==> src/design/flk_consts.svh <==
`ifndef FLK_CONSTS_SVH
`define FLK_CONSTS_SVH

// Control register field positions.
`define FLK_CSR_STORE_EN 0
`define FLK_CSR_PG_ERASE 1
`define FLK_CSR_PG_WRITE 2
`define FLK_CSR_RD_SELECT 3
`define FLK_CSR_CLR_BUF 4

// Values of the control register's lower five bits; all but FLK_CMD_NONE are accepted.
`define FLK_CMD_CLR_BUF 5'h11
`define FLK_CMD_FUSE_READ 5'h09
`define FLK_CMD_PG_WRITE 5'h05
`define FLK_CMD_PG_ERASE 5'h03
`define FLK_CMD_FILL 5'h01
`define FLK_CMD_NONE 5'h00

// Pointer values that select a readback byte.
`define FLK_Z_FUSE_LOW 16'h0000
`define FLK_Z_LOCK 16'h0001
`define FLK_Z_FUSE_HIGH 16'h0003

// Window ages, counted from 0 in the cycle after the control write.
`define FLK_LPM_LAST 3'h2
`define FLK_SPM_LAST 3'h3
`define FLK_AGE_ZERO 3'h0
`define FLK_AGE_STEP 3'h1

// Flash operation timing.
`define FLK_FLASH_MIN_US 3700
`define FLK_FLASH_MAX_US 4500
`define FLK_CLK_MHZ 20
`define FLK_CNT_ZERO 17'h00000
`define FLK_CNT_STEP 17'h00001

// Lock byte layout and values.
`define FLK_LOCK_PAD 6'h3f
`define FLK_LOCK_ERASED 2'h3
`define FLK_LOCK_MODE2 2'h2
`define FLK_UNMAPPED_BYTE 8'hff
`define FLK_MODE_1 2'h1
`define FLK_MODE_2 2'h2
`define FLK_MODE_3 2'h3
`define FLK_CSR_PAD 3'h0

`endif

==> src/design/flk_pkg.sv <==
package flk_pkg;

  typedef enum logic [1:0] {
    FLK_ST_IDLE = 2'h0,
    FLK_ST_ARM = 2'h1,
    FLK_ST_LOAD = 2'h3
  } flk_ctl_state_t;

  typedef enum logic {
    FLK_OP_IDLE = 1'h0,
    FLK_OP_RUN = 1'h1
  } flk_op_state_t;

  typedef enum logic [1:0] {
    FLK_KIND_ERASE = 2'h0,
    FLK_KIND_WRITE = 2'h1,
    FLK_KIND_LOCK = 2'h2
  } flk_op_kind_t;

  typedef struct packed {
    flk_ctl_state_t state;
    logic [4:0] csr;
    logic [2:0] age;
    logic running;
    logic fuse_rd;
    logic [15:0] zsel;
    logic [15:0] pm_addr;
    logic lpm_valid;
    logic [7:0] lpm_data;
    logic ee_busy;
    logic [7:0] fl_s1;
    logic [7:0] fl_s2;
    logic [7:0] fh_s1;
    logic [7:0] fh_s2;
    logic buf_load;
    logic buf_clear;
    logic [15:0] buf_data;
  } flk_ctl_t;

  typedef struct packed {
    flk_op_state_t state;
    flk_op_kind_t kind;
    logic [16:0] cnt;
    logic [1:0] lock;
    logic [1:0] lock_data;
    logic erase_p;
    logic write_p;
    logic busy;
    logic done;
    logic [1:0] mode;
    logic prog_allow;
    logic verify_allow;
    logic fuse_wr_allow;
    logic lock_wr_allow;
  } flk_op_t;

  typedef struct packed {
    logic csr_wr;
    logic [7:0] csr_wdata;
    logic lpm_req;
    logic spm_req;
    logic [15:0] z_ptr;
    logic [15:0] spm_data;
    logic lpm_valid;
    logic [7:0] lpm_data;
    logic refused;
    logic halt;
    logic [7:0] csr_read;
  } flk_cpu_t;

endpackage

==> src/design/flk_link_if.sv <==
`timescale 1ns/1ps
interface flk_link_if;
  logic csr_wr;
  logic [7:0] csr_wdata;
  logic [7:0] csr_rdata;
  logic lpm_req;
  logic spm_req;
  logic [15:0] z_ptr;
  logic [15:0] spm_data;
  logic lpm_valid;
  logic [7:0] lpm_data;
  logic halt;
  logic ee_busy;

  modport dev (
    input csr_wr, csr_wdata, lpm_req, spm_req, z_ptr, spm_data,
    output csr_rdata, lpm_valid, lpm_data, halt, ee_busy
  );
  modport cpu (
    output csr_wr, csr_wdata, lpm_req, spm_req, z_ptr, spm_data,
    input csr_rdata, lpm_valid, lpm_data, halt, ee_busy
  );
endinterface

==> src/design/flk_ctrl.sv <==
`timescale 1ns/1ps
`include "flk_consts.svh"

module flk_ctrl
  import flk_pkg::*;
#(
  parameter int unsigned FLASH_OP_CYCLES = `FLK_FLASH_MIN_US * `FLK_CLK_MHZ
) (
  input wire logic sys_clk, // Core clock, the calibrated RC oscillator.
  input wire logic rst, // System reset, active high.
  input wire logic por, // Power-on reset for the flash timer, active high.
  flk_link_if.dev link, // Core side.
  input wire logic eeprom_write_busy, // EEPROM write in progress.
  input wire logic chip_erase, // Chip erase command strobe.
  input wire logic [7:0] fuse_low_byte, // Fuse low byte cells.
  input wire logic [7:0] fuse_high_byte, // Fuse high byte cells.
  input wire logic [7:0] pm_rdata, // Program memory byte at pm_addr.
  output logic [15:0] pm_addr, // Program memory byte address.
  output logic buf_load, // Page buffer word write pulse.
  output logic [15:0] buf_data, // Page buffer word.
  output logic buf_clear, // Page buffer clear pulse.
  output logic page_erase, // Page erase start pulse.
  output logic page_write, // Page write start pulse.
  output logic flash_busy, // Flash operation under way.
  output logic [1:0] prot_mode, // Protection mode 1, 2 or 3.
  output logic ext_prog_allow, // External flash and EEPROM programming allowed.
  output logic ext_verify_allow, // External verification allowed.
  output logic ext_fuse_wr_allow, // External fuse writes allowed.
  output logic ext_lock_wr_allow // External lock writes allowed.
);

  localparam logic [16:0] OP_LAST = 17'(FLASH_OP_CYCLES - 1);

  ////////////////////////////////////////////////////////////////////////////

  function automatic logic cmd_legal(input logic [4:0] cmd);
    cmd_legal = (cmd == `FLK_CMD_CLR_BUF) || (cmd == `FLK_CMD_FUSE_READ) ||
                (cmd == `FLK_CMD_PG_WRITE) || (cmd == `FLK_CMD_PG_ERASE) ||
                (cmd == `FLK_CMD_FILL);
  endfunction

  function automatic logic [7:0] readback(input logic [15:0] z, input logic [1:0] lock,
                                          input logic [7:0] flo, input logic [7:0] fhi);
    if (z == `FLK_Z_LOCK) begin
      readback = {`FLK_LOCK_PAD, lock};
    end else if (z == `FLK_Z_FUSE_LOW) begin
      readback = flo;
    end else if (z == `FLK_Z_FUSE_HIGH) begin
      readback = fhi;
    end else begin
      readback = `FLK_UNMAPPED_BYTE;
    end
  endfunction

  ////////////////////////////////////////////////////////////////////////////

  flk_ctl_t q;
  flk_ctl_t n;
  flk_op_t o;
  flk_op_t no;
  logic start;
  flk_op_kind_t start_kind;

  // Control side: arming, windows and readback.
  always_comb begin
    n = q;
    start = 1'b0;
    start_kind = FLK_KIND_ERASE;
    n.lpm_valid = 1'b0;
    n.buf_load = 1'b0;
    n.buf_clear = 1'b0;
    n.ee_busy = eeprom_write_busy;
    n.fl_s1 = fuse_low_byte;
    n.fl_s2 = q.fl_s1;
    n.fh_s1 = fuse_high_byte;
    n.fh_s2 = q.fh_s1;
    if ((q.csr != `FLK_CMD_NONE) && !q.running) begin
      n.age = q.age + `FLK_AGE_STEP;
      if (q.age == `FLK_SPM_LAST) begin
        n.csr = `FLK_CMD_NONE;
      end
    end
    case (q.state)
      FLK_ST_IDLE: begin
        if (link.csr_wr && cmd_legal(link.csr_wdata[4:0]) && (o.state == FLK_OP_IDLE)) begin
          // A programming command is dropped while the EEPROM is writing.
          if (link.csr_wdata[4:0] == `FLK_CMD_FUSE_READ || !eeprom_write_busy) begin
            n.csr = link.csr_wdata[4:0];
            n.age = `FLK_AGE_ZERO;
            n.state = FLK_ST_ARM;
          end
        end else if (link.lpm_req) begin
          n.pm_addr = link.z_ptr;
          n.fuse_rd = 1'b0;
          n.state = FLK_ST_LOAD;
        end
      end
      FLK_ST_ARM: begin
        if (q.running) begin
          if (o.done) begin
            n.csr = `FLK_CMD_NONE;
            n.running = 1'b0;
            n.state = FLK_ST_IDLE;
          end
        end else if (q.csr == `FLK_CMD_NONE) begin
          n.state = FLK_ST_IDLE;
          if (link.lpm_req) begin
            n.pm_addr = link.z_ptr;
            n.fuse_rd = 1'b0;
            n.state = FLK_ST_LOAD;
          end
        end else if (link.lpm_req) begin
          n.pm_addr = link.z_ptr;
          n.zsel = link.z_ptr;
          n.state = FLK_ST_LOAD;
          n.fuse_rd = 1'b0;
          if (q.csr[`FLK_CSR_RD_SELECT] && q.csr[`FLK_CSR_STORE_EN] &&
              (q.age <= `FLK_LPM_LAST) && !eeprom_write_busy) begin
            n.fuse_rd = 1'b1;
            n.csr = `FLK_CMD_NONE;
          end
        end else if (link.spm_req) begin
          n.csr = `FLK_CMD_NONE;
          case (q.csr)
            `FLK_CMD_FILL: begin
              n.buf_load = 1'b1;
              n.buf_data = link.spm_data;
            end
            `FLK_CMD_CLR_BUF: begin
              n.buf_clear = 1'b1;
            end
            `FLK_CMD_PG_ERASE, `FLK_CMD_PG_WRITE, `FLK_CMD_FUSE_READ: begin
              if (!eeprom_write_busy) begin
                start = 1'b1;
                n.csr = q.csr;
                n.running = 1'b1;
                if (q.csr == `FLK_CMD_PG_ERASE) begin
                  start_kind = FLK_KIND_ERASE;
                end else if (q.csr == `FLK_CMD_PG_WRITE) begin
                  start_kind = FLK_KIND_WRITE;
                end else begin
                  start_kind = FLK_KIND_LOCK;
                end
              end
            end
            default: begin
              n.csr = `FLK_CMD_NONE;
            end
          endcase
        end
      end
      FLK_ST_LOAD: begin
        n.lpm_valid = 1'b1;
        n.lpm_data = q.fuse_rd ? readback(q.zsel, o.lock, q.fl_s2, q.fh_s2) : pm_rdata;
        n.fuse_rd = 1'b0;
        n.state = (n.csr != `FLK_CMD_NONE) ? FLK_ST_ARM : FLK_ST_IDLE;
      end
      default: begin
        n.state = FLK_ST_IDLE;
      end
    endcase
  end

  always_ff @(posedge sys_clk or posedge rst) begin
    if (rst) begin
      q <= '0;
    end else begin
      q <= n;
    end
  end

  ////////////////////////////////////////////////////////////////////////////

  // Flash timer and lock cells; power-on reset clears the timer and sets the lock cells to erased (all ones), and chip erase also sets the lock cells to erased.
  always_comb begin
    no = o;
    no.erase_p = 1'b0;
    no.write_p = 1'b0;
    no.done = 1'b0;
    case (o.state)
      FLK_OP_IDLE: begin
        if (start) begin
          no.state = FLK_OP_RUN;
          no.kind = start_kind;
          no.cnt = `FLK_CNT_ZERO;
          no.lock_data = link.spm_data[1:0];
          no.erase_p = (start_kind == FLK_KIND_ERASE);
          no.write_p = (start_kind == FLK_KIND_WRITE);
          no.busy = 1'b1;
        end
      end
      FLK_OP_RUN: begin
        no.cnt = o.cnt + `FLK_CNT_STEP;
        if (o.cnt == OP_LAST) begin
          no.state = FLK_OP_IDLE;
          no.busy = 1'b0;
          no.done = 1'b1;
          if (o.kind == FLK_KIND_LOCK) begin
            no.lock = o.lock & o.lock_data;
          end
        end
      end
      default: begin
        no.state = FLK_OP_IDLE;
      end
    endcase
    if (chip_erase) begin
      no.lock = `FLK_LOCK_ERASED;
    end
    no.mode = (no.lock == `FLK_LOCK_ERASED) ? `FLK_MODE_1 :
              (no.lock == `FLK_LOCK_MODE2) ? `FLK_MODE_2 : `FLK_MODE_3;
    no.prog_allow = (no.mode == `FLK_MODE_1);
    no.fuse_wr_allow = (no.mode == `FLK_MODE_1);
    no.verify_allow = (no.mode != `FLK_MODE_3);
    no.lock_wr_allow = (no.mode != `FLK_MODE_3);
  end

  always_ff @(posedge sys_clk or posedge por) begin
    if (por) begin
      o <= '{state: FLK_OP_IDLE, kind: FLK_KIND_ERASE, cnt: `FLK_CNT_ZERO,
             lock: `FLK_LOCK_ERASED, lock_data: `FLK_LOCK_ERASED, mode: `FLK_MODE_1,
             prog_allow: 1'b1, verify_allow: 1'b1, fuse_wr_allow: 1'b1,
             lock_wr_allow: 1'b1, default: 1'b0};
    end else begin
      o <= no;
    end
  end

  ////////////////////////////////////////////////////////////////////////////

  assign link.csr_rdata = {`FLK_CSR_PAD, q.csr};
  assign link.lpm_valid = q.lpm_valid;
  assign link.lpm_data = q.lpm_data;
  assign link.halt = o.busy;
  assign link.ee_busy = q.ee_busy;
  assign pm_addr = q.pm_addr;
  assign buf_load = q.buf_load;
  assign buf_data = q.buf_data;
  assign buf_clear = q.buf_clear;
  assign page_erase = o.erase_p;
  assign page_write = o.write_p;
  assign flash_busy = o.busy;
  assign prot_mode = o.mode;
  assign ext_prog_allow = o.prog_allow;
  assign ext_verify_allow = o.verify_allow;
  assign ext_fuse_wr_allow = o.fuse_wr_allow;
  assign ext_lock_wr_allow = o.lock_wr_allow;

endmodule

==> src/flat_wrapper.sv <==
// flat-port wrapper written by rule: the top's interface ports become plain ports
module flk_ctrl_flat import flk_pkg::*;
#(
  parameter int unsigned FLASH_OP_CYCLES = `FLK_FLASH_MIN_US * `FLK_CLK_MHZ
)
  (sys_clk, rst, por, eeprom_write_busy, chip_erase, fuse_low_byte, fuse_high_byte, pm_rdata, pm_addr, buf_load, buf_data, buf_clear, page_erase, page_write, flash_busy, prot_mode, ext_prog_allow, ext_verify_allow, ext_fuse_wr_allow, ext_lock_wr_allow, link_csr_wr, link_csr_wdata, link_lpm_req, link_spm_req, link_z_ptr, link_spm_data, link_csr_rdata, link_lpm_valid, link_lpm_data, link_halt, link_ee_busy);
  flk_link_if link_i ();
  input wire logic sys_clk;
  input wire logic rst;
  input wire logic por;
  input wire logic eeprom_write_busy;
  input wire logic chip_erase;
  input wire logic [7:0] fuse_low_byte;
  input wire logic [7:0] fuse_high_byte;
  input wire logic [7:0] pm_rdata;
  output logic [15:0] pm_addr;
  output logic buf_load;
  output logic [15:0] buf_data;
  output logic buf_clear;
  output logic page_erase;
  output logic page_write;
  output logic flash_busy;
  output logic [1:0] prot_mode;
  output logic ext_prog_allow;
  output logic ext_verify_allow;
  output logic ext_fuse_wr_allow;
  output logic ext_lock_wr_allow;
  input wire logic [$bits(link_i.csr_wr)-1:0] link_csr_wr;
  input wire logic [$bits(link_i.csr_wdata)-1:0] link_csr_wdata;
  input wire logic [$bits(link_i.lpm_req)-1:0] link_lpm_req;
  input wire logic [$bits(link_i.spm_req)-1:0] link_spm_req;
  input wire logic [$bits(link_i.z_ptr)-1:0] link_z_ptr;
  input wire logic [$bits(link_i.spm_data)-1:0] link_spm_data;
  output wire logic [$bits(link_i.csr_rdata)-1:0] link_csr_rdata;
  output wire logic [$bits(link_i.lpm_valid)-1:0] link_lpm_valid;
  output wire logic [$bits(link_i.lpm_data)-1:0] link_lpm_data;
  output wire logic [$bits(link_i.halt)-1:0] link_halt;
  output wire logic [$bits(link_i.ee_busy)-1:0] link_ee_busy;
  assign link_i.csr_wr = link_csr_wr;
  assign link_i.csr_wdata = link_csr_wdata;
  assign link_i.lpm_req = link_lpm_req;
  assign link_i.spm_req = link_spm_req;
  assign link_i.z_ptr = link_z_ptr;
  assign link_i.spm_data = link_spm_data;
  assign link_csr_rdata = link_i.csr_rdata;
  assign link_lpm_valid = link_i.lpm_valid;
  assign link_lpm_data = link_i.lpm_data;
  assign link_halt = link_i.halt;
  assign link_ee_busy = link_i.ee_busy;
  flk_ctrl #(.FLASH_OP_CYCLES(FLASH_OP_CYCLES)) u_core (.sys_clk(sys_clk), .rst(rst), .por(por), .link(link_i), .eeprom_write_busy(eeprom_write_busy), .chip_erase(chip_erase), .fuse_low_byte(fuse_low_byte), .fuse_high_byte(fuse_high_byte), .pm_rdata(pm_rdata), .pm_addr(pm_addr), .buf_load(buf_load), .buf_data(buf_data), .buf_clear(buf_clear), .page_erase(page_erase), .page_write(page_write), .flash_busy(flash_busy), .prot_mode(prot_mode), .ext_prog_allow(ext_prog_allow), .ext_verify_allow(ext_verify_allow), .ext_fuse_wr_allow(ext_fuse_wr_allow), .ext_lock_wr_allow(ext_lock_wr_allow));
endmodule
==> config.mk <==
export PLATFORM = sky130hd
export DESIGN_NAME = flk_ctrl_flat
export DESIGN_NICKNAME = d
export VERILOG_FILES = /design/src/design/flk_pkg.sv /design/src/design/flk_link_if.sv /design/src/design/flk_ctrl.sv /design/src/flat_wrapper.sv
export VERILOG_INCLUDE_DIRS = /design/src /design/src/design
export SDC_FILE = /design/constraint.sdc
export NUM_CORES = 1
export LEC_CHECK = 0
export BUFFER_PORTS_ARGS = -buffer_cell sky130_fd_sc_hd__buf_2
export CORE_UTILIZATION = 45
export DETAILED_ROUTE_END_ITERATION = 10
export GPL_ROUTABILITY_DRIVEN = 0
export PLACE_DENSITY = 0.68
export SLEW_MARGIN = 15
export SYNTH_ARGS = -nofsm -noshare
export SYNTH_HDL_FRONTEND = slang
export SYNTH_SLANG_ARGS = --single-unit
==> constraint.sdc <==
create_clock -name sys_clk -period 3.5 [get_ports sys_clk]
set_clock_uncertainty 0.15 [all_clocks]
set_input_delay 0.175 -clock sys_clk [delete_from_list [all_inputs] [get_ports sys_clk]]
set_output_delay 0.175 -clock sys_clk [all_outputs]
set_load 0.02 [all_outputs]
==> out/metrics.yaml <==
multi_input_area_sq_um: 1960
path_cells: "inv_1 > o2111ai_2 > o2111ai_2 > mux2_2"
switching_share_pct: 31.3
drv_slew: 0
synth_fa_ha_area_share_pct: 0.845
clockPowerShare_pct: 31.9
final_cell_mix: "dfrtp_1, buf_2, dlygate4sd3_1"
synthSimpleGateAreaFrac_pct: 11.4
status: "complete, no violations"
crit_type: "reg -> reg"
combPwrFrac_pct: 25.2
htree_levels: 4
synthMuxAreaShare_pct: 10.2
via_count: 4211
yosysWarnings: 0
fp.dieH_um: 117
ys.flop_type: "dfrtp_1"
clkLatencyLatePin_ps: 410
cp-end-kind: "register"
synth_cell_types: 59
coreArea_sq_um: 12700
antenna_cells: 0
worst-path-max-fanout: 18
fin_crit_ps: 2470
ioPinCount: 134
cp.required_ps: 3640
rsz0062_at_grt: "no"
ys_ff_latch: 136
grtUsageTotal_pct: 19.6
die-width_um: 117
synth_xor_xnor_area_share_pct: 0.591
layout_commonest_cell: "dfrtp_1"
clockRootBuffer: "clkbuf_16"
pwr_density_cell_nw_per_um2: 709
finalHoldViolCount: 0
rows: 41
cts.clk_slew.worst_paths_ps: 50
drc: 0
antenna_found_initial: 0
grt_pass1_vias: 4234
slew_headroom_pct: 33.4
netlist_instances: 488
fillCellCount: 1074
dr.pass1.iters: 5
max_freq_ghz: 0.405
synth_compound_area_share_pct: 9.80
arrival_ps: 2620
place_hpwl_um: 8100
portBuffers: 127
drt_iter0_drc: 304
grt_pass1_wl_um: 20000
sequentialPowerShare_pct: 42.9
fin_util_pct: 59.2
hold_class: "in -> reg"
totalWireLength_um: 12400
die-area_sq_um: 13600
regArea_sq_um: 3410
cap_violations: 0
placed_area_sq_um: 6320
fin_hold_ws_ps: 62.2
cts_tree: "done"
area_growth_pct: 27.2
synth_area_sq_um: 5920
yosysSeqAreaShare_pct: 57.6
postRouteAntennaNets: 0
grt_max_degree: 61
clockBufferDepth: 2
vias_per_cell: 5.12
totalNegativeSetupSlack_ps: 0
power.total_uw: 5340
start_util_pct: 46.6
wl_per_cell_um: 15.0
worst_pin_slew_ps: 997
grt.overflow.total: 0
design_area_sq_um: 7530
setup_violations: 0
finalCritPeriodShare_pct: 70.6
cts_sinks: 136
worst_path_largest_cell_delay_ps: 820
switchingPower_uw: 1670
crit_top_cell: "o2111ai_2"
synthArstFlopShare_pct: 100
cts_made_buffers: 17
regToRegSetupSlack_ps: 1030
synth_top_family_by_area: "simple AND/OR/NAND/NOR gates"
vdd_ir_drop_max_v: 0.000428
slowest_stage: "o2111ai_2"
synth-edff-count: 0
intPower_uw: 3670
drive_above_1_share_pct: 35.2
syn_avg_cell_area_sq_um: 12.1
critPathLaunchType: "register"
leakagePower_uw: 0.00353
final_nets: 714
[per-stage QoR]
step,setup slack [ps],std cells
2_1_floorplan,443,490
3_3_place_gp,1090,727
3_5_place_dp,1010,727
4_1_cts,991,822
5_1_grt,871,822
6_report,1030,822
[worst max-delay path: cells and delay by family (launching register included)]
family          cells  cell delay (ps)
compound gates      2             1090
buf+inv             1              250
flops               1              440
mux                 1              410
[final cells by class]
cell class                      count  area share, %
Multi-Input combinational cell    272           26.0
Sequential cell                   136           45.3
Timing Repair Buffer              196           17.4
Clock buffer                       20           5.93
Tap cell                          172           2.86
Inverter                           15          0.781
Clock inverter                     11           1.68
[power by group through the flow]
stage / logic, uW / registers, uW / clock network, uW
final: 1340 / 2290 / 1710
after global routing: 1490 / 2350 / 1830
after detailed placement: 1290 / 2310 / 0
after CTS: 1350 / 2290 / 1750
after global placement: 1250 / 2280 / 0
after floorplan: 1250 / 2210 / 0
[sequential cells by signal, summed over array words and instances (netlist names)]
| register | count |
|---|---|
| u_core.q | 39 |
| u_core.o | 25 |
| u_core.buf_data | 16 |
| u_core.n | 16 |
| u_core.pm_addr | 16 |
| u_core.link.lpm_data | 8 |
| u_core.link.csr_rdata | 5 |
| u_core.prot_mode | 2 |
| u_core.buf_clear | 1 |
| u_core.buf_load | 1 |
| u_core.ext_prog_allow | 1 |
| u_core.ext_verify_allow | 1 |
| u_core.flash_busy | 1 |
| u_core.link.ee_busy | 1 |
| u_core.link.lpm_valid | 1 |
| u_core.page_erase | 1 |
| u_core.page_write | 1 |
[metal layers]
layer  global-route usage (%)  up-vias  part of all wire, %
li1                         -     1979                    -
met1                     23.7     2075                   41
met2                     32.9      134                   52
met4                     8.95        0                  1.9
met3                     4.93       23                  5.2
met5                        0        -                    0
[synthesized netlist by cell type (3+ instances only)]
cell type / count / share of area (%)
nand2_1: 31 / 2.0
clkbuf_1: 5 / 0.32
nand2b_1: 7 / 0.74
xor2_1: 3 / 0.44
o211ai_1: 8 / 1.0
a31oi_1: 4 / 0.42
dfstp_2: 7 / 3.1
buf_4: 56 / 7.1
nand4_1: 8 / 0.84
o21ai_0: 18 / 1.5
a221oi_1: 9 / 1.3
o31ai_1: 6 / 0.76
a21oi_1: 8 / 0.68
a21o_1: 3 / 0.38
a22oi_1: 3 / 0.38
mux2_4: 9 / 2.3
o22ai_1: 8 / 0.84
nor3_1: 6 / 0.51
dfrtp_1: 129 / 54
and2_1: 4 / 0.42
nor2_1: 38 / 2.4
mux2_2: 40 / 7.6
nor4_1: 8 / 0.84
inv_1: 15 / 0.95
buf_6: 3 / 0.57
ha_1: 4 / 0.84
nand3_1: 7 / 0.59
[cells by family (layout without fill, tap and decap cells)]
group | Yosys count | after routing
xor gates and xnor gates | 4 | 4
adders and majority gates | 4 | 4
DFF | 136 | 136
and+or+nand+nor | 130 | 130
AOI/OAI and AO/OA | 80 | 80
other | 1 | 3
muxes | 51 | 51
buffers and inverters | 82 | 242
[timing repair]
action,in CTS,in global routing
endpoints found under the hold margin,162,0
gates resized for setup,0,0
buffers inserted,0,0
hold buffers,64,0
[path summary, 6_finish.rpt]
check / from / endpoint / cells past startpoint
max in group asynchronous: rst / u_core.n[24] / 4
max: u_core.o[33] / u_core.pm_addr[14] / 4
min reg2reg: u_core.n[36] / u_core.q[36] / 0
max reg2reg: u_core.o[33] / u_core.pm_addr[14] / 4
min: link_lpm_req / u_core.q[92] / 4
min in group asynchronous: rst / u_core.buf_data[4] / 3
Power figures use the tool's default switching activity.
